$ cat config.mk
export PLATFORM = sky130hd
export DESIGN_NAME = uxp_port
export DESIGN_NICKNAME = d
export VERILOG_FILES = /design/src/uxp_pkg.sv /design/src/uxp_port.sv /design/src/uxp_pin_sync.sv /design/src/uxp_cell_count.sv
export SDC_FILE = /design/constraint.sdc
export NUM_CORES = 1
export LEC_CHECK = 0
export BUFFER_PORTS_ARGS = -buffer_cell sky130_fd_sc_hd__buf_2
export CAP_MARGIN = 20
export CORE_AREA = 10 10 109 111
export DETAILED_ROUTE_END_ITERATION = 16
export DIE_AREA = 0 0 119 121
export GPL_TIMING_DRIVEN = 0
export MAX_ROUTING_LAYER = met4
export PLACE_DENSITY = 0.68
export SYNTH_ARGS = -nofsm -noshare
export SYNTH_HDL_FRONTEND = slang
export SYNTH_SLANG_ARGS = --single-unit
$ cat constraint.sdc
create_clock -name clk_i -period 2.2 [get_ports clk_i]
set_input_delay 0.33 -clock clk_i [delete_from_list [all_inputs] [get_ports clk_i]]
set_output_delay 0.33 -clock clk_i [all_outputs]
set_load 0.03 [all_outputs]
$ cat src/uxp_pkg.sv
// constants shared by the dual-role cell port
// assumes one system clock of 40 MHz samples both link clocks
package uxp_pkg;

  localparam logic ROLE_ATM = 1'b0;
  localparam logic ROLE_PHY = 1'b1;

  // cell of 53 bytes, index of next byte 0..52
  localparam logic [5:0] CELL_FIRST  = 6'h00;
  localparam logic [5:0] CELL_SECOND = 6'h01;
  localparam logic [5:0] CELL_LAST   = 6'h34;
  localparam logic [5:0] CELL_STEP   = 6'h01;

  // writes allowed after full is seen
  localparam logic [2:0] FULL_SLACK = 3'h4;
  localparam logic [2:0] WR_STEP    = 3'h1;
  localparam logic [2:0] WR_MAX     = 3'h7;

  // reset values of pin drivers
  localparam logic [7:0] BYTES_RST = 8'h00;
  localparam logic       SOC_RST   = 1'b0;
  localparam logic       FLAG_RST  = 1'b1;
  localparam logic       CTRL_RST  = 1'b0;

  // bit positions in the pin synchroniser
  localparam int unsigned SYNC_W   = 17;
  localparam int unsigned SB_OCLK  = 0;
  localparam int unsigned SB_ICLK  = 1;
  localparam int unsigned SB_STRAP = 2;
  localparam int unsigned SB_FLOW  = 3;
  localparam int unsigned SB_STAT  = 4;
  localparam int unsigned SB_SOC   = 5;
  localparam int unsigned SB_RSEL  = 6;
  localparam int unsigned SB_TSEL  = 7;
  localparam int unsigned SB_MULTI = 8;
  localparam int unsigned SB_DATA  = 9;

endpackage

$ cat src/uxp_port.sv
// dual-role byte-wide cell port, either layer role by strap
// assumes link clocks well below clk_i/4; partner keeps soc timing
`timescale 1ns/100ps
`default_nettype none

module uxp_port
  import uxp_pkg::*;
(
  input  wire logic       clk_i,
  input  wire logic       sys_rst_i,
  input  wire logic       role_select_strap_i,
  input  wire logic       multi_port_variant_i,
  input  wire logic       out_link_clk_i,
  input  wire logic       in_link_clk_i,
  output logic      [7:0] out_bytes_o,
  output logic            out_cell_start_o,
  output logic            out_bytes_oe_o,
  output logic            out_flag_o,
  output logic            out_flag_oe_o,
  input  wire logic       out_flow_i,
  input  wire logic [7:0] in_bytes_i,
  input  wire logic       in_cell_start_i,
  input  wire logic       in_status_i,
  output logic            in_ctrl_o,
  output logic            in_ctrl_oe_o,
  input  wire logic       phy_role_rx_select_n_i,
  input  wire logic       phy_role_tx_select_n_i,
  input  wire logic [7:0] src_byte_i,
  input  wire logic       src_cell_ready_i,
  output logic            src_take_o,
  output logic      [7:0] snk_byte_o,
  output logic            snk_start_o,
  output logic            snk_valid_o,
  input  wire logic       snk_room_i
);

  logic [SYNC_W-1:0] sv;
  logic              role_ff;
  logic              multi_ff;
  logic              oclk_ff;
  logic              iclk_ff;
  logic              atm;
  logic              multi_port_variant;
  logic              out_rise;
  logic              out_fall;
  logic              in_rise;
  logic              in_fall;

  // all pins through one synchroniser
  uxp_pin_sync u_sync (
    .clk_i (clk_i),
    .pin_i ({in_bytes_i, multi_port_variant_i, phy_role_tx_select_n_i,
             phy_role_rx_select_n_i, in_cell_start_i, in_status_i,
             out_flow_i, role_select_strap_i, in_link_clk_i,
             out_link_clk_i}),
    .val_o (sv)
  );

  // tracks through reset, so no false edge right after release
  always_ff @(posedge clk_i)
  begin
    oclk_ff <= sv[SB_OCLK];
    iclk_ff <= sv[SB_ICLK];
  end

  // link clock edges seen in the clk_i domain
  assign out_rise = sv[SB_OCLK] && !oclk_ff;
  assign out_fall = !sv[SB_OCLK] && oclk_ff;
  assign in_rise  = sv[SB_ICLK] && !iclk_ff;
  assign in_fall  = !sv[SB_ICLK] && iclk_ff;

  assign atm  = (role_ff == ROLE_ATM);
  assign multi_port_variant = !atm && multi_ff;

  // outgoing direction
  logic       flow_snap_ff;
  logic       rsel_snap_ff;
  logic       flow_edge_ff;
  logic       rsel_ff;
  logic [5:0] oidx;
  logic       obusy;
  logic       rd_fell;
  logic       rsel_cur;
  logic       granted;
  logic       send_ok;
  logic       out_move;
  logic       clav;

  // mid-cycle snapshot, used at the next rising edge
  always_ff @(posedge clk_i or posedge sys_rst_i)
  begin
    if (sys_rst_i)
    begin
      flow_snap_ff <= 1'b1;
      rsel_snap_ff <= 1'b1;
      flow_edge_ff <= 1'b1;
    end
    else
    begin
      if (out_fall)
      begin
        flow_snap_ff <= sv[SB_FLOW];
        rsel_snap_ff <= sv[SB_RSEL];
      end
      if (out_rise)
        flow_edge_ff <= flow_snap_ff;
    end
  end

  assign rd_fell  = flow_edge_ff && !flow_snap_ff;
  assign rsel_cur = rd_fell ? !rsel_snap_ff : rsel_ff;
  assign granted  = !flow_snap_ff && (!multi_port_variant || rsel_cur);
  // stop at once on full, well inside the slack
  assign send_ok  = atm && flow_snap_ff
                    && (obusy || src_cell_ready_i);
  assign out_move = atm ? send_ok
                        : (granted && (obusy || src_cell_ready_i));
  assign clav     = src_cell_ready_i || obusy;

  uxp_cell_count u_ocnt (
    .clk_i     (clk_i),
    .sys_rst_i (sys_rst_i),
    .step_i    (out_rise && out_move),
    .start_i   (oidx == CELL_FIRST),
    .idx_o     (oidx),
    .busy_o    (obusy)
  );

  always_ff @(posedge clk_i or posedge sys_rst_i)
  begin
    if (sys_rst_i)
    begin
      out_bytes_o      <= BYTES_RST;
      out_cell_start_o <= SOC_RST;
      out_flag_o       <= FLAG_RST;
      src_take_o       <= 1'b0;
      rsel_ff          <= 1'b0;
    end
    else
    begin
      src_take_o <= out_rise && out_move;
      if (out_rise)
      begin
        rsel_ff          <= rsel_cur;
        out_flag_o       <= atm ? !send_ok : clav;
        out_cell_start_o <= out_move && (oidx == CELL_FIRST);
        if (out_move)
          out_bytes_o <= src_byte_i;
      end
    end
  end

  // incoming direction
  logic [7:0] idata_snap_ff;
  logic       isoc_snap_ff;
  logic       stat_snap_ff;
  logic       tsel_snap_ff;
  logic       stat_edge_ff;
  logic       tsel_ff;
  logic       ren_d1_ff;
  logic [5:0] iidx;
  logic       ibusy;
  logic       wr_fell;
  logic       tsel_cur;
  logic       in_valid;
  logic       in_step;

  always_ff @(posedge clk_i or posedge sys_rst_i)
  begin
    if (sys_rst_i)
    begin
      idata_snap_ff <= BYTES_RST;
      isoc_snap_ff  <= SOC_RST;
      stat_snap_ff  <= 1'b1;
      tsel_snap_ff  <= 1'b1;
      stat_edge_ff  <= 1'b1;
      tsel_ff       <= 1'b0;
      ren_d1_ff     <= 1'b1;
    end
    else
    begin
      if (in_fall)
      begin
        idata_snap_ff <= sv[SB_DATA +: 8];
        isoc_snap_ff  <= sv[SB_SOC];
        stat_snap_ff  <= sv[SB_STAT];
        tsel_snap_ff  <= sv[SB_TSEL];
      end
      if (in_rise)
      begin
        stat_edge_ff <= stat_snap_ff;
        tsel_ff      <= tsel_cur;
        ren_d1_ff    <= in_ctrl_o;
      end
    end
  end

  assign wr_fell  = stat_edge_ff && !stat_snap_ff;
  assign tsel_cur = wr_fell ? !tsel_snap_ff : tsel_ff;
  // atm: byte due one cycle after read enable, unless empty
  assign in_valid = atm ? (!ren_d1_ff && stat_snap_ff)
                        : (!stat_snap_ff && (!multi_port_variant || tsel_cur));
  // bytes before a start flag are dropped
  assign in_step  = in_rise && in_valid
                    && (isoc_snap_ff || ibusy);

  uxp_cell_count u_icnt (
    .clk_i     (clk_i),
    .sys_rst_i (sys_rst_i),
    .step_i    (in_step),
    .start_i   (isoc_snap_ff),
    .idx_o     (iidx),
    .busy_o    (ibusy)
  );

  always_ff @(posedge clk_i or posedge sys_rst_i)
  begin
    if (sys_rst_i)
    begin
      in_ctrl_o   <= CTRL_RST;
      snk_valid_o <= 1'b0;
      snk_start_o <= 1'b0;
      snk_byte_o  <= BYTES_RST;
    end
    else
    begin
      snk_valid_o <= in_step;
      if (in_step)
      begin
        snk_byte_o  <= idata_snap_ff;
        snk_start_o <= isoc_snap_ff;
      end
      if (in_rise)
        in_ctrl_o <= atm ? !(snk_room_i || ibusy)
                         : snk_room_i;
    end
  end

  // role and output enables follow strap even during reset
  always_ff @(posedge clk_i)
  begin
    role_ff  <= sv[SB_STRAP];
    multi_ff <= sv[SB_MULTI];
    if (sys_rst_i)
    begin
      out_bytes_oe_o <= atm;
      out_flag_oe_o  <= atm;
      in_ctrl_oe_o   <= atm;
    end
    else
    begin
      if (out_rise)
      begin
        out_bytes_oe_o <= atm || granted;
        out_flag_oe_o  <= atm || !multi_port_variant || !rsel_snap_ff;
      end
      if (in_rise)
        in_ctrl_oe_o <= atm || !multi_port_variant || !tsel_snap_ff;
    end
  end

  // checks
  logic [2:0] wr_after_full_ff;

  always_ff @(posedge clk_i or posedge sys_rst_i)
  begin
    if (sys_rst_i)
      wr_after_full_ff <= 3'h0;
    else if (out_rise)
    begin
      if (flow_snap_ff || !atm)
        wr_after_full_ff <= 3'h0;
      else if (out_move && (wr_after_full_ff != WR_MAX))
        wr_after_full_ff <= wr_after_full_ff + WR_STEP;
    end
  end
endmodule

`default_nettype wire

$ cat src/uxp_pin_sync.sv
// three-stage synchroniser for all link pins
// assumes pins are asynchronous to clk_i; no reset, pins are data
`timescale 1ns/100ps
`default_nettype none

module uxp_pin_sync
  import uxp_pkg::*;
(
  input  wire logic [SYNC_W-1:0] pin_i,
  input  wire logic              clk_i,
  output logic      [SYNC_W-1:0] val_o
);

  logic [SYNC_W-1:0] s1_ff;
  logic [SYNC_W-1:0] s2_ff;
  logic [SYNC_W-1:0] s3_ff;
  logic [SYNC_W-1:0] val_ff;
  logic [SYNC_W-1:0] nxt_val;

  always_ff @(posedge clk_i)
  begin
    s1_ff  <= pin_i;
    s2_ff  <= s1_ff;
    s3_ff  <= s2_ff;
    val_ff <= nxt_val;
  end

  // a change counts once stages two and three agree
  for (genvar g = 0; g < SYNC_W; g++)
  begin : g_bit
    assign nxt_val[g] = (s2_ff[g] == s3_ff[g]) ? s3_ff[g] : val_ff[g];
  end

  assign val_o = val_ff;

endmodule

`default_nettype wire

$ cat src/uxp_cell_count.sv
// byte position counter within a 53-byte cell
// assumes step_i is a one-cycle pulse per byte moved
`timescale 1ns/100ps
`default_nettype none

module uxp_cell_count
  import uxp_pkg::*;
(
  input  wire logic       clk_i,
  input  wire logic       sys_rst_i,
  input  wire logic       step_i,
  input  wire logic       start_i,
  output logic      [5:0] idx_o,
  output logic            busy_o
);

  logic [5:0] idx_ff;
  logic [5:0] nxt_idx;

  always_comb
  begin
    nxt_idx = idx_ff;
    if (step_i)
    begin
      if (start_i)
        nxt_idx = CELL_SECOND;
      else if (idx_ff == CELL_LAST)
        nxt_idx = CELL_FIRST;
      else
        nxt_idx = idx_ff + CELL_STEP;
    end
  end

  always_ff @(posedge clk_i or posedge sys_rst_i)
  begin
    if (sys_rst_i)
      idx_ff <= CELL_FIRST;
    else
      idx_ff <= nxt_idx;
  end

  assign idx_o  = idx_ff;
  assign busy_o = (idx_ff != CELL_FIRST);

endmodule

`default_nettype wire

==> run_results.csv, run 1 <==
group,metric,value,unit
yosys,netlist_top_cells_count,"55 x dfxtp_1, 48 x nand2_1, 44 x dfrtp_1, 23 x mux2_2, 20 x edfxtp_1",
cts,clk_transition_reported_paths,0.06,ns
global_route,grt_pass1_wl,12700,microns
layout,antennaDiodeCount,0,
setup_path,crit_type,"register to register",
global_route,gr-total-overflow,0,
timing,finalWorstSetupSlack,0.100,ns
cts,htreeDepth,4,
cts,cts_tree,"done",
timing,min_period_over_period,95.5,%
drt,dr.pass1.iters,5,
floorplan,die_x,119,microns
power,seq_power_share,42.0,%
yosys,ys_warn_count,0,
setup_path,cp_num_cells,9,
cts,clk_path_buf_depth,2,
yosys,synth.avg_cell_area,13.6,sq um
setup_path,critPathTopFamily,"simple AND/OR/NAND/NOR gates",
cts,numCtsBuffers,17,
timing,worstMarginPinSlew,0.576,ns
yosys,syn_inst,315,
global_route,first_global_vias,2803,
power,sw_frac_of_total,30.0,%
setup_path,reg2reg_setup_slack,0.10,ns
drt,routed_wl,7390,microns
drt,vias_per_cell,4.65,
yosys,yosysSeqAreaShare,70.3,%
power,power.density,1290,nW/um^2
cts,clk_latency,0.51,ns
global_route,grt_antenna_before_repair,0,
floorplan,die_y,121,microns
setup_path,end_kind,"register",
yosys,synth_top_family_by_area,"simple AND/OR/NAND/NOR gates",
yosys,synthTopCellsByArea,"dfrtp_1 26%, dfxtp_1 26%, edfxtp_1 14%",
cts,ctsRootBufferMaster,"clkbuf_8",
layout,multi_input_area,1200,sq um
floorplan,io_pins,54,
drt,drtIter0Drc,156,
yosys,ys.flop_type,"dfxtp_1",
yosys,synthSimpleGateAreaFrac,10.9,%
yosys,synth.most_common_cell,"dfxtp_1",
run_status,status,"finished clean",
setup_path,path_max_fanout,8,
setup_path,cpPeakStageDelay,0.49,ns
floorplan,start_util,44.5,%
setup_path,arrival,2.50,ns
yosys,async_flop_share,40.9,%
layout,drive_above_1_share,31.9,%
yosys,synth-edff-count,20,
layout,fillCellCount,825,
power,p_comb_share,20.4,%
place,routabilityCongestion,0.793,
yosys,synth_compound_area_share,6.07,%
layout,areaGrowthSynthToFinish,31.8,%
timing,setup_violations,0,
timing,period_needed,2.10,ns
layout,layout.nets,452,
timing,max_freq,476,MHz
min_path,hp-class,"input pin to register",
yosys,synth-seq-cells,127,
setup_path,path_cells,"inv_1, ha_1, or4b_4, nor3_4, or3_1, buf_6, inv_4, nand2_1, mux2_2",
setup_path,path_buf_inv,3,
drt,antenna_left,0,
timing,drv_slew,0,
yosys,muxShareOfSynthArea,6.04,%
power,p_int,0.00511,W
setup_path,cp-start-kind,"register",
setup_path,critical_path_required,2.60,ns
layout,stdcell_area,5650,sq um
global_route,grt_max_degree,33,
run,drv_cap,0,
yosys,netlist_area,4290,sq um
min_path,min_to,"in_ctrl_o",
yosys,yosysTopAreaCell,"dfrtp_1",
setup_path,reg2reg_from,"u_ocnt.idx_o[0]",
place,pre_cts_ws,-0.129,ns
floorplan,core-area,9640,sq um
timing,fin_skew,0.00815,ns
yosys,ys_types,46,
place,place_area,4740,sq um
power,p_leak,2.46,nW
power,finalPower,0.00730,W
setup_path,r2r_cells,9,
layout,ff_latch_area,3010,sq um
floorplan,dieArea,14400,sq um
drt,wire_per_inst,13.1,microns
min_path,min_from,"snk_room_i",
cts,cts.sinks,127,
place,post-dp-hpwl,4830,microns
power,pwr-share-clk,37.7,%
yosys,synth_top_area_share,25.7,%
timing,relSlewSlack,61.6,%
timing,hold_violations,0,
drt,route.detailed.drc,0,
global_route,grtUsageTotal,11.4,%
place,port_buffers,53,
power,power_switching,0.00219,W
setup_path,cp_slowest_cell,"or4b_4",
floorplan,rows,36,
yosys,synthXorXnorAreaFrac,3.47,%
yosys,synth_fa_ha_area_share,1.17,%
setup_path,reg2reg_to,"u_ocnt.idx_o[3]",
yosys,synth_nets,348,
drt,via_count,2629,
power,irDropWorstVdd,0.901,mV
min_path,hold_depth,3,
==> power groups by stage <==
stage / clock (W) / combinational (W) / sequential (W)
finish: 0.00275 / 0.00149 / 0.00306
global route: 0.00294 / 0.00164 / 0.00313
CTS: 0.00282 / 0.00145 / 0.00307
detailed placement: 0 / 0.00139 / 0.00311
global placement: 0 / 0.00135 / 0.00308
floorplan: 0 / 0.000663 / 0.00341
==> cell usage in the layout, fill, tap and decap left out, types with 3 or more instances in the layout <==
cell type | synthesis | routed
dfxtp_1 | 55 | 55
buf_2 | 1 | 54
nand2_1 | 48 | 48
dfrtp_1 | 44 | 43
dlygate4sd3_1 | 0 | 26
mux2_2 | 23 | 23
edfxtp_1 | 20 | 20
xnor2_1 | 17 | 17
clkbuf_16 | 0 | 16
o21ai_0 | 15 | 15
nor2b_1 | 11 | 11
dfstp_2 | 8 | 8
buf_6 | 5 | 5
nand3_1 | 5 | 5
inv_6 | 0 | 5
buf_4 | 0 | 5
nand2b_1 | 4 | 4
or3_1 | 4 | 4
a21oi_1 | 4 | 4
nor2_1 | 4 | 4
inv_1 | 5 | 4
ha_1 | 4 | 4
clkinv_4 | 0 | 4
nand3b_1 | 3 | 3
o31ai_1 | 3 | 3
a31oi_1 | 3 | 3
==> worst max-delay path by stage <==
stage,from,endpoint
final,u_ocnt.idx_o[0],u_ocnt.idx_o[3]
after global routing,u_ocnt.idx_o[1],u_ocnt.idx_o[3]
after CTS,stat_edge_ff,snk_byte_o[1]
after detailed placement,stat_edge_ff,snk_byte_o[7]
after global placement,sys_rst_i,out_bytes_oe_o
after floorplan,u_ocnt.idx_o[0],u_ocnt.idx_o[3]
==> cell families after synthesis <==
logic type      after synthesis
buf+inv                      13
simple gates                 92
xor+xnor                     17
mux                          23
flops                       127
compound gates               39
fa+ha+maj                     4
==> per-layer routing <==
| layer | GRT usage [%] | share of wire, % | up-vias |
|---|---|---|---|
| met3 | 4.42 | 4.0 | 13 |
| li1 | - | - | 1299 |
| met5 | - | 0 | - |
| met2 | 18.0 | 50 | 53 |
| met1 | 12.1 | 44 | 1264 |
| met4 | 6.18 | 1.9 | 0 |
==> flip-flops by register name, indices dropped and copies added, names as in the netlist, 6 cells and up <==
signal         cells
idata_snap_ff      8
out_bytes_o        8
snk_byte_o         8
u_icnt.idx_o       6
u_ocnt.idx_o       6
u_sync.s1_ff      17
u_sync.s2_ff      17
u_sync.s3_ff      17
u_sync.val_o      17
==> metrics by stage <==
stage	util (%)	hold WS, ns	cells	setup TNS, ns
floorplan	-	0.310	315	0
global placement	48.9	0.310	501	-11.31
detailed placement	49.2	0.314	502	-0.516
CTS	58.2	0.137	560	0
global route	58.6	0.167	565	-0.00421
finish	58.6	0.158	565	0
==> worst register-to-register path, cell delays in order (launching register included) <==
cell	delay [ns]
dfrtp_2	0.43
inv_1	0.06
ha_1	0.14
or4b_4	0.49
nor3_4	0.16
or3_1	0.15
buf_6	0.12
inv_4	0.06
nand2_1	0.06
mux2_2	0.32
==> cell type report <==
class                      count  share of cell area [%]
buffer                         7                    1.15
clock inverter                14                    2.99
timing repair buffer          85                    10.3
sequential                   127                    53.3
clock buffer                  18                    7.57
tap                          133                    2.94
multi-input combinational    175                    21.3
inverter                       6                   0.443
==> what timing repair did <==
action | 4_1_cts | 5_1_grt
pin swaps | 0 | 2
setup buffers | 0 | 5
endpoints found under the hold margin | 44 | 0
endpoints found under the setup margin | 5 | 5
resized for setup | 1 | 2
hold buffers | 26 | 0
No activity file was read; power rests on OpenSTA's default activity.
==> run 2, diff against run 1 <==
--- a/config.mk
+++ b/config.mk
@@ -7,12 +7,14 @@
 export LEC_CHECK = 0
 export BUFFER_PORTS_ARGS = -buffer_cell sky130_fd_sc_hd__buf_2
 export CAP_MARGIN = 20
-export CORE_AREA = 10 10 109 111
+export CORE_AREA = 2 2 101 103
+export CTS_CLUSTER_SIZE = 14
 export DETAILED_ROUTE_END_ITERATION = 16
-export DIE_AREA = 0 0 119 121
+export DIE_AREA = 0 0 103 105
 export GPL_TIMING_DRIVEN = 0
 export MAX_ROUTING_LAYER = met4
 export PLACE_DENSITY = 0.68
+export RECOVER_POWER = 100
 export SYNTH_ARGS = -nofsm -noshare
 export SYNTH_HDL_FRONTEND = slang
 export SYNTH_SLANG_ARGS = --single-unit
==> run 2 against run 1 <==
Sequential share of layout area rose by 0.72 points. Highest routed layer unchanged. Hold slack improved by 0.013 ns. Clock power fell by 4%. Critical path depth did not move. Clock skew fell by 0.0022 ns. Routed wire length fell by 3.4%. Design area fell by 1.3%. Global-route usage rose by 3.8 points. Critical endpoint unchanged. Critical path type unchanged.
==> run_results.csv, run 2 (synthesized netlist as in run 1, its figures left out) <==
group,metric,value,unit
floorplan,core-area,9640,sq um
layout,final_common_cell,"dfxtp_1",
timing,drv_slew,0,
setup_path,arrival,2.52,ns
place,routabilityCongestion,0.806,
drt,wire_per_inst,12.7,microns
floorplan,rows,36,
setup_path,reg2reg_setup_slack,0.09,ns
drt,drtIter0Drc,98,
global_route,gr-total-overflow,0,
setup_path,cpPeakStageDelay,0.49,ns
min_path,hp-class,"input pin to register",
timing,setup_tns,0,ns
drt,vias_per_cell,4.71,
floorplan,die_y,105,microns
setup_path,crit_path_start,"u_ocnt.idx_o[0]",
floorplan,die_x,103,microns
cts,htreeDepth,4,
setup_path,r2r_cells,9,
timing,finalWorstSetupSlack,0.0855,ns
layout,fillCellCount,832,
layout,areaGrowthSynthToFinish,30.1,%
setup_path,path_buf_inv,3,
global_route,grt_max_degree,37,
cts,numCtsBuffers,17,
drt,routed_wl,7140,microns
power,power.density,1270,nW/um^2
cts,cts.sinks,127,
drt,antenna_left,0,
setup_path,cp_slowest_cell,"or4b_4",
cts,clk_path_buf_depth,2,
power,p_leak,2.35,nW
timing,period_needed,2.11,ns
global_route,first_global_vias,2721,
timing,rsz0062_at_grt,"true",
timing,fin_skew,0.00595,ns
timing,hold_violations,0,
timing,worstMarginPinSlew,0.830,ns
setup_path,cp_num_cells,9,
cts,ctsRootBufferMaster,"clkbuf_8",
timing,setup_violations,0,
layout,antennaDiodeCount,0,
drt,via_count,2649,
place,post-dp-hpwl,4380,microns
power,finalPower,0.00709,W
setup_path,cp-start-kind,"register",
setup_path,path_cells,"inv_1, ha_1, or4b_4, nor3_4, or3_4, buf_6, inv_4, nand2_1, mux2_2",
setup_path,path_max_fanout,8,
run_status,status,"finished clean",
drt,dr.pass1.iters,4,
timing,min_period_over_period,96.1,%
floorplan,io_pins,54,
cts,clk_transition_reported_paths,0.06,ns
floorplan,dieArea,10800,sq um
floorplan,start_util,44.5,%
layout,layout.nets,449,
timing,relSlewSlack,44.6,%
setup_path,reg2reg_from,"u_ocnt.idx_o[0]",
power,irDropWorstVdd,0.731,mV
setup_path,cp-endpoint,"u_ocnt.idx_o[3]",
run,drv_cap,0,
layout,drive_above_1_share,24.2,%
place,pre_cts_ws,-0.163,ns
setup_path,reg2reg_to,"u_ocnt.idx_o[3]",
layout,layout_common_cells,"55 x dfxtp_1, 48 x nand2_1, 43 x dfrtp_1",
cts,cts_tree,"done",
drt,route.detailed.drc,0,
setup_path,critical_path_required,2.60,ns
cts,clk_latency,0.52,ns
setup_path,end_kind,"register",
setup_path,crit_type,"register to register",
setup_path,critPathTopFamily,"simple AND/OR/NAND/NOR gates",
global_route,grtUsageTotal,15.2,%
timing,max_freq,473,MHz
place,port_buffers,53,
global_route,grt_pass1_wl,11900,microns
global_route,grt_antenna_before_repair,0,
layout,fin_util,57.9,%
run 2: changes by cell type in the layout (fill, tap and decap cells not counted), sizes merged:
cell    delta
clkinv     -1
clkbuf    +34
bufinv     -1
buf       -30
inv        -5
run 2: through the flow:
stage	instance area (sq um)	std cells	hold slack, ns
after floorplan	4290	315	0.310
after global placement	4720	501	0.310
after detailed placement	4740	502	0.313
after CTS	5580	560	0.129
after global routing	5580	562	0.179
final	5580	562	0.171
run 2: timing repair:
item,4_1_cts,5_1_grt
endpoints found under the hold margin,40,0
hold buffers,26,0
buffers inserted,0,2
resized for setup,1,3
endpoints found under the setup margin,4,5
pin swaps,1,1
run 2: per-layer routing:
metal | part of all wire [%] | up-vias | track usage [%] | wire (microns)
li1 | - | 1298 | - | -
met1 | 42 | 1259 | 16.4 | 3020
met2 | 50 | 72 | 23.1 | 3530
met3 | 5.8 | 20 | 7.29 | 416
met4 | 2.3 | 0 | 7.80 | 163
met5 | 0 | - | - | 0
run 2: how the worst min path moves through the flow:
stage                           startpoint               end  slack [ns]  cells after the start
final                     src_cell_ready_i        out_flag_o        0.17                      5
after global routing            snk_room_i         in_ctrl_o        0.18                      3
after CTS                 src_cell_ready_i        out_flag_o        0.13                      5
after detailed placement  u_sync.s1_ff[10]  u_sync.s2_ff[10]        0.31                      0
after global placement    u_sync.s1_ff[10]  u_sync.s2_ff[10]        0.31                      0
after floorplan            u_sync.s1_ff[0]   u_sync.s2_ff[0]        0.31                      0
run 2: where the power goes:
group          internal [W]  total [W]  switching, W
Sequential          0.00281    0.00307      0.000257
Combinational      0.000532    0.00138      0.000847
Clock               0.00167    0.00264      0.000973
run 2: layout make-up:
type                       count  area (sq um)  area share (%)
sequential                   127          3010            54.0
buffer                         7          65.1            1.17
timing repair buffer          82           528            9.47
tap                          133           166            2.98
multi-input combinational    175          1210            21.6
inverter                       6          25.0           0.449
clock inverter                 7          75.1            1.35
clock buffer                  25           497            8.91
run 2: tightest hold or removal path: stages:
cell	delay, ns
buf_2	0.10
nor3_4	0.05
nand2_1	0.05
nand3_1	0.07
nand2_1	0.07
